[src/include/lfrc_pkg.sv]
/*
  package for the receiver main control register: offset, field positions,
  reset value and timing counts.
  assumes a 10 MHz system clock and a slow timing clock near 1 kHz.
*/
`default_nettype none
package lfrc_pkg;
  localparam logic [7:0] CTL_ONE_ADDR = 8'h20;
  localparam logic [7:0] CTL_TWO_ADDR = 8'h21;
  localparam logic [7:0] CTL_ONE_RESET = 8'h00;
  localparam int ENABLE_BIT = 7;
  localparam int SOFT_RESET_BIT = 6;
  localparam int CARRIER_MODE_BIT = 5;
  localparam int PAGE_BIT = 4;
  localparam int ID_SEL_HI = 3;
  localparam int ID_SEL_LO = 2;
  localparam int THR_SEL_HI = 1;
  localparam int THR_SEL_LO = 0;
  localparam logic [1:0] ID_NONE = 2'h0;
  localparam logic [1:0] ID_LOW8 = 2'h1;
  localparam logic [1:0] ID_BOTH16 = 2'h2;
  localparam logic [1:0] ID_EITHER8 = 2'h3;
  localparam logic [1:0] THR_LOW = 2'h1;
  localparam logic [1:0] THR_HIGH = 2'h2;
  localparam int CLK_HZ = 10000000;
  localparam int AUTO_ZERO_US = 64;
  localparam int AUTO_ZERO_CYC = (AUTO_ZERO_US * (CLK_HZ / 1000000) > 0) ?
    AUTO_ZERO_US * (CLK_HZ / 1000000) : 1;
  localparam logic [9:0] AUTO_ZERO_LAST = 10'(AUTO_ZERO_CYC - 1);
  typedef enum logic [4:0] {
    ST_STANDBY = 5'b00001,
    ST_WAIT_EDGE = 5'b00010,
    ST_POWER_UP = 5'b00100,
    ST_AUTO_ZERO = 5'b01000,
    ST_READY = 5'b10000
  } lfrc_state_t;
endpackage
`default_nettype wire

[src/core/lfrc_main_control.sv]
/*
  main control register of the low-frequency wake-up receiver with its
  power-up and auto-zero sequencer, soft reset and decoded controls.
  assumes a byte-wide memory-mapped cpu port on sys_clk and a slow timing
  clock arriving from another domain.
*/
// What this block does
// - enable bit 7: standby or active
// - power-up starts next slow edge, one cycle
// - then 64 us auto-zero, then ready
// - bit 6 starts soft reset, reads zero
// - bit 5 picks data or carrier mode
// - bit 4 pages other registers, not controls
// - any receiver reset clears page select
// - bits 3:2 decode wake-up id length
// - bits 1:0 pick threshold pair
// - thresholds act only on carrier detection
// - carrier mode sets flag, may interrupt
`default_nettype none
module lfrc_main_control (
  input wire logic sys_clk,
  input wire logic reset_n,
  input wire logic [7:0] cpu_addr,
  input wire logic cpu_write,
  input wire logic cpu_read,
  input wire logic [7:0] cpu_wdata,
  output logic [7:0] cpu_rdata,
  input wire logic slow_timing_oscillator,
  input wire logic carrier_seen,
  input wire logic carrier_detected_flag_clear,
  input wire logic carrier_interrupt_enable,
  output logic receiver_enable,
  output logic receiver_powered,
  output logic receiver_auto_zero,
  output logic receiver_ready,
  output logic soft_reset_pulse,
  output logic carrier_only_mode,
  output logic register_page_select,
  output logic [1:0] wakeup_id_select,
  output logic id_expected,
  output logic id_sixteen_bit,
  output logic id_match_either,
  output logic threshold_low_sel,
  output logic threshold_high_sel,
  output logic carrier_detected_flag,
  output logic carrier_irq
);
  logic [7:0] ctl_reg;
  logic [7:0] ctl_next;
  logic [2:0] slow_sync_reg;
  logic [9:0] az_count_reg;
  logic srst_reg;
  logic flag_reg;
  logic irq_reg;
  logic [7:0] rdata_reg;
  lfrc_pkg::lfrc_state_t state_reg;
  lfrc_pkg::lfrc_state_t state_next;

  function automatic logic [2:0] id_decode(input logic [1:0] sel);
    id_decode = {sel != lfrc_pkg::ID_NONE, sel == lfrc_pkg::ID_BOTH16,
                 sel == lfrc_pkg::ID_EITHER8};
  endfunction

  wire ctl_hit = cpu_addr == lfrc_pkg::CTL_ONE_ADDR;
  wire ctl_wr = cpu_write && ctl_hit;
  wire rd_hit = cpu_read && ctl_hit;
  wire srst_req = ctl_wr && cpu_wdata[lfrc_pkg::SOFT_RESET_BIT];
  wire slow_rise = slow_sync_reg[1] && !slow_sync_reg[2];
  wire enabled = ctl_reg[lfrc_pkg::ENABLE_BIT];
  wire az_done = az_count_reg == lfrc_pkg::AUTO_ZERO_LAST;
  wire [2:0] id_dec = id_decode(ctl_reg[lfrc_pkg::ID_SEL_HI:lfrc_pkg::ID_SEL_LO]);
  wire [1:0] thr = ctl_reg[lfrc_pkg::THR_SEL_HI:lfrc_pkg::THR_SEL_LO];
  wire carrier_mode = ctl_reg[lfrc_pkg::CARRIER_MODE_BIT];
  wire in_power_up = state_reg == lfrc_pkg::ST_POWER_UP;
  wire in_auto_zero = state_reg == lfrc_pkg::ST_AUTO_ZERO;
  // bit 6 never holds a one, masked anyway so a read can never show it
  wire [7:0] ctl_readback = ctl_reg & 8'hbf;
  // carrier mode only counts once the front end is fully settled
  wire carrier_event = state_reg == lfrc_pkg::ST_STANDBY ? 1'b0 :
    (enabled && carrier_mode && receiver_ready && carrier_seen);

  // soft reset wins over the written fields, which return to zero
  always_comb begin
    ctl_next = ctl_reg;
    if (srst_req) begin
      ctl_next = lfrc_pkg::CTL_ONE_RESET;
    end else if (ctl_wr) begin
      ctl_next = cpu_wdata;
      ctl_next[lfrc_pkg::SOFT_RESET_BIT] = 1'b0;
    end
  end

  // sequencer; the slow clock edge is only seen after two sync stages
  always_comb begin
    state_next = state_reg;
    case (state_reg)
      lfrc_pkg::ST_STANDBY: begin
        if (enabled) state_next = lfrc_pkg::ST_WAIT_EDGE;
      end
      lfrc_pkg::ST_WAIT_EDGE: begin
        if (slow_rise) state_next = lfrc_pkg::ST_POWER_UP;
      end
      lfrc_pkg::ST_POWER_UP: begin
        if (slow_rise) state_next = lfrc_pkg::ST_AUTO_ZERO;
      end
      lfrc_pkg::ST_AUTO_ZERO: begin
        if (az_done) state_next = lfrc_pkg::ST_READY;
      end
      // ready is held so power-up and auto-zero run once per enable
      lfrc_pkg::ST_READY: begin
        state_next = lfrc_pkg::ST_READY;
      end
      default: state_next = lfrc_pkg::ST_STANDBY;
    endcase
    if (!enabled || srst_reg) state_next = lfrc_pkg::ST_STANDBY;
  end

  always_ff @(posedge sys_clk) begin
    if (!reset_n) begin
      ctl_reg <= lfrc_pkg::CTL_ONE_RESET;
      slow_sync_reg <= 3'h0;
      state_reg <= lfrc_pkg::ST_STANDBY;
      az_count_reg <= 10'h000;
      srst_reg <= 1'b0;
    end else begin
      ctl_reg <= ctl_next;
      slow_sync_reg <= {slow_sync_reg[1:0], slow_timing_oscillator};
      state_reg <= state_next;
      az_count_reg <= (state_reg == lfrc_pkg::ST_AUTO_ZERO && !az_done) ?
        10'(az_count_reg + 10'h001) : 10'h000;
      srst_reg <= srst_req;
    end
  end

  // ready persists after auto-zero until disable or soft reset
  logic ready_reg;
  always_ff @(posedge sys_clk) begin
    if (!reset_n) begin
      ready_reg <= 1'b0;
    end else if (!enabled || srst_reg) begin
      ready_reg <= 1'b0;
    end else if (state_reg == lfrc_pkg::ST_AUTO_ZERO && az_done) begin
      ready_reg <= 1'b1;
    end
  end
  assign receiver_ready = ready_reg;

  // set wins over clear so a carrier in the clear cycle is kept
  wire flag_next = carrier_event || (flag_reg && !carrier_detected_flag_clear);
  // irq follows the next flag value so it rises in the same cycle as the flag
  always_ff @(posedge sys_clk) begin
    if (!reset_n || srst_reg) begin
      flag_reg <= 1'b0;
      irq_reg <= 1'b0;
    end else begin
      flag_reg <= flag_next;
      irq_reg <= flag_next && carrier_interrupt_enable;
    end
  end

  // soft reset bit reads zero; unmapped reads give zero
  always_ff @(posedge sys_clk) begin
    if (!reset_n) begin
      rdata_reg <= 8'h00;
    end else if (rd_hit) begin
      rdata_reg <= ctl_readback;
    end else begin
      rdata_reg <= 8'h00;
    end
  end

  // sequencer status and strobe outputs, all from flops
  always_ff @(posedge sys_clk) begin
    if (!reset_n) begin
      receiver_enable <= 1'b0;
      receiver_powered <= 1'b0;
      receiver_auto_zero <= 1'b0;
      soft_reset_pulse <= 1'b0;
    end else begin
      receiver_enable <= enabled;
      receiver_powered <= in_power_up;
      receiver_auto_zero <= in_auto_zero;
      soft_reset_pulse <= srst_req;
    end
  end

  // raw field outputs; they lag the register by one cycle
  always_ff @(posedge sys_clk) begin
    if (!reset_n) begin
      carrier_only_mode <= 1'b0;
      register_page_select <= 1'b0;
      wakeup_id_select <= 2'h0;
    end else begin
      carrier_only_mode <= carrier_mode;
      register_page_select <= ctl_reg[lfrc_pkg::PAGE_BIT];
      wakeup_id_select <= ctl_reg[lfrc_pkg::ID_SEL_HI:lfrc_pkg::ID_SEL_LO];
    end
  end

  // decoded outputs share the field's cycle so they never disagree with it
  // thresholds feed only the carrier detector, never the message path
  always_ff @(posedge sys_clk) begin
    if (!reset_n) begin
      id_expected <= 1'b0;
      id_sixteen_bit <= 1'b0;
      id_match_either <= 1'b0;
      threshold_low_sel <= 1'b0;
      threshold_high_sel <= 1'b0;
    end else begin
      id_expected <= id_dec[2];
      id_sixteen_bit <= id_dec[1];
      id_match_either <= id_dec[0];
      threshold_low_sel <= thr == lfrc_pkg::THR_LOW;
      threshold_high_sel <= thr == lfrc_pkg::THR_HIGH;
    end
  end
  assign cpu_rdata = rdata_reg;
  assign carrier_detected_flag = flag_reg;
  assign carrier_irq = irq_reg;
endmodule
`default_nettype wire

[config.mk]
export PLATFORM = sky130hd
export DESIGN_NAME = lfrc_main_control
export DESIGN_NICKNAME = d
export VERILOG_FILES = /design/src/include/lfrc_pkg.sv /design/src/core/lfrc_main_control.sv
export SDC_FILE = /design/constraint.sdc
export NUM_CORES = 1
export LEC_CHECK = 0
export BUFFER_PORTS_ARGS = -buffer_cell sky130_fd_sc_hd__buf_2
export CAP_MARGIN = 20
export CORE_ASPECT_RATIO = 2
export CORE_MARGIN = 2
export CORE_UTILIZATION = 40
export CTS_CLUSTER_SIZE = 40
export DETAILED_ROUTE_END_ITERATION = 10
export GPL_TIMING_DRIVEN = 0
export PLACE_DENSITY = 0.59
export SYNTH_ARGS = -nofsm -noshare
export SYNTH_HDL_FRONTEND = slang
export SYNTH_SLANG_ARGS = --single-unit
[constraint.sdc]
create_clock -name sys_clk -period 2.5 [get_ports sys_clk]
set_input_delay 0.25 -clock sys_clk [delete_from_list [all_inputs] [get_ports sys_clk]]
set_output_delay 0.25 -clock sys_clk [all_outputs]
set_load 0.005 [all_outputs]
==> run metrics <==
Starting Density between 40% and 50%; kind of critical path reg2reg; GR Overflow Total 0; Unique masters post-synth 45; Routed WL per cell 12.6 um; Mapped Cells 184; total routed wirelength 3690 um; CTS max path bufs 2; Max Clock Skew 0.00381 ns; run status complete, no violations; clk root buf clkbuf_8; Power Dens Cells about 610 nW/um^2; Synth top area share 52.7%; Hold Worst Slack 0.156 ns; row cnt 34; Syn Nets roughly 210; die height 99.5 um; initial antenna violation count 0; CP required 2.74 ns; final RePlAce weighted congestion 0.696; Nets ~260; Remaining DRCs 0; Fmax 0.653 GHz; CTS tree built; Async SR Flop Fraction 0%; Seq/Total Area, Yosys 52.7%; largest family of logic cells by synthesized area simple AND/OR/NAND/NOR gates; Ys Warns 0; Worst Hold Class in2reg; detailed placement HPWL 2870 um; clock sinks 48; top cells by count, synth dfxtp_1, nand2_1, and2_1, inv_1, nor2_1; Highest Signal Layer met4; DRT met1 WL 1400 um; synthesized area per cell slightly below 10 um^2; FILL cells 437; Hold-fix buffers, CTS 0; Period Utilization, post-route 61.3%; htree depth 2; Lkg Pwr 0.00104 uW; Ports 48; Post-Synth XOR/XNOR Area around 2.4%; Synth Register Bits 48; DR vias 1,416; vias per std cell 4.85; # resized after CTS 0; top_reg_cell synth dfxtp_1; largest net degree at the start of global routing 16; Post-CTS Setup Bufs 0; type of destination of the critical path register; Cell Area, Synth 1820 um^2; die footprint 5150 um^2; Skew-Pair Late Insertion Delay 0.29 ns; Synth Area in Adders 0.686%; met3 routed WL 211 um; post-route ant nets 0; dominant cells by area after synthesis dfxtp_1, mux2i_1, and2_1, nand2_1, nand2b_1; Peak VDD IR 485 uV; mux cell area share after synthesis 3.84%; vias in the first global route around 1,400; Initial DRC Count 6; share of layout cells above drive strength 1 26.5%; router iterations before antenna repair 3; post-synth top area cell dfxtp_1; final setup fails 0; # diodes 0; crit path time final 1.53 ns; P&R area growth vs syn 22.4%; die width roughly 52 um; CP startpoint kind register; port buffer count 46; Critical Path Fanout Max 8; routed wire length on met2 a little over 2000 um; CP arrival approximately 1.8 ns; max reg flops 10; complex-gate fraction of the synthesized area 8.44%; Pins Over Slew Limit 0; most common cell in the netlist dfxtp_1; core area 4380 um^2; Final Hold Vio Count 0; clock-pin slew on the worst setup and hold paths 0.09 ns; unrepaired setup endpoints after global routing false; Num CTS Buffers 5; Synth Area in Simple Gates 27.7%; All-Layer GR Usage between 10% and 20%; max cap viols 0; setup total negative slack 0 ns; Post-synth EDFFs 0; global-route wire length before repair 6320 um
==> worst paths after layout <==
path                          startpoint  depth (start not counted)  slack [ns]                     endpoint
max           az_count_reg[0]$_SDFF_PN0_                          4        0.97  receiver_ready$_SDFFE_PP0P_
min               slow_timing_oscillator                          2        0.16  slow_sync_reg[0]$_SDFF_PN0_
max reg2reg   az_count_reg[0]$_SDFF_PN0_                          4        0.97  receiver_ready$_SDFFE_PP0P_
min reg2reg  slow_sync_reg[0]$_SDFF_PN0_                          1        0.44  slow_sync_reg[1]$_SDFF_PN0_
==> through the flow <==
| step | worst slack [ns] | total power, uW | cell area [um^2] | utilization, % | std cells |
|---|---|---|---|---|---|
| after global placement | 0.930 | 819 | 2120 | 48.4 | 284 |
| after global routing | 0.806 | 1400 | 2230 | 50.9 | 292 |
| after detailed placement | 0.928 | 819 | 2120 | 48.4 | 284 |
| after CTS | 0.928 | 1370 | 2230 | 50.9 | 292 |
| final | 0.968 | 1350 | 2230 | 50.9 | 292 |
| after floorplan | 1.17 | 798 | 1820 | - | 184 |
==> cell type report <==
class                   instances  area [um^2]  share of cell area [%]
flip-flops and latches         48          961                    43.0
multi-input cells             118          788                    35.3
repair buffers                 46          230                    10.3
clock buffers                   5         68.8                    3.08
well taps                      54         67.6                    3.03
clock inverters                 3         42.5                    1.91
inverters                      10         37.5                    1.68
plain buffers                   8         36.3                    1.63
==> layout by cell type (no fill, tap or decap), drive strengths merged, types with 2 or more instances in the layout <==
| cell | Yosys | final |
|---|---|---|
| and4 | 3 | 3 |
| xor2 | 3 | 3 |
| nand2 | 16 | 16 |
| buf | 3 | 49 |
| nor2b | 2 | 2 |
| a211oi | 5 | 5 |
| nor2 | 9 | 9 |
| o31ai | 3 | 3 |
| xnor2 | 2 | 2 |
| o22ai | 2 | 2 |
| a22o | 2 | 2 |
| o21ai | 5 | 5 |
| and2 | 10 | 10 |
| nand3 | 6 | 6 |
| nor4b | 2 | 2 |
| dfxtp | 48 | 48 |
| or4 | 2 | 2 |
| nand2b | 7 | 7 |
| nor3b | 3 | 3 |
| nand4 | 4 | 4 |
| a21oi | 4 | 4 |
| mux2i | 7 | 7 |
| nand3b | 2 | 2 |
| nor3 | 4 | 4 |
| clkbuf | 5 | 10 |
| or3 | 4 | 4 |
| inv | 10 | 10 |
==> kinds of logic after synthesis <==
| family | count (synthesis) |
|---|---|
| and+or+nand+nor | 82 |
| DFF | 48 |
| AOI/OAI and AO/OA | 22 |
| buffers and inverters | 18 |
| muxes | 7 |
| xor gates and xnor gates | 5 |
| adders and majority gates | 1 |
| other | 1 |
==> layer usage <==
layer | vias up | track usage (%)
met5 | - | 0
met4 | 0 | 5.47
met3 | 4 | 4.35
met2 | 40 | 30.6
met1 | 632 | 15.9
li1 | 740 | -
==> power breakdown <==
group          total (uW)  internal [uW]  switching [uW]
registers             766            766           0.482
logic                34.3           19.1            15.3
clock network         552            296             256
total                1350           1080             272
==> worst max-delay path: stages, from the launching register on <==
cell	delay (ns)
dfxtp_1	0.38
ha_1	0.23
nand4_2	0.23
nor3_4	0.45
a22o_1	0.18
Note: power is estimated with default switching activity, not from simulation.
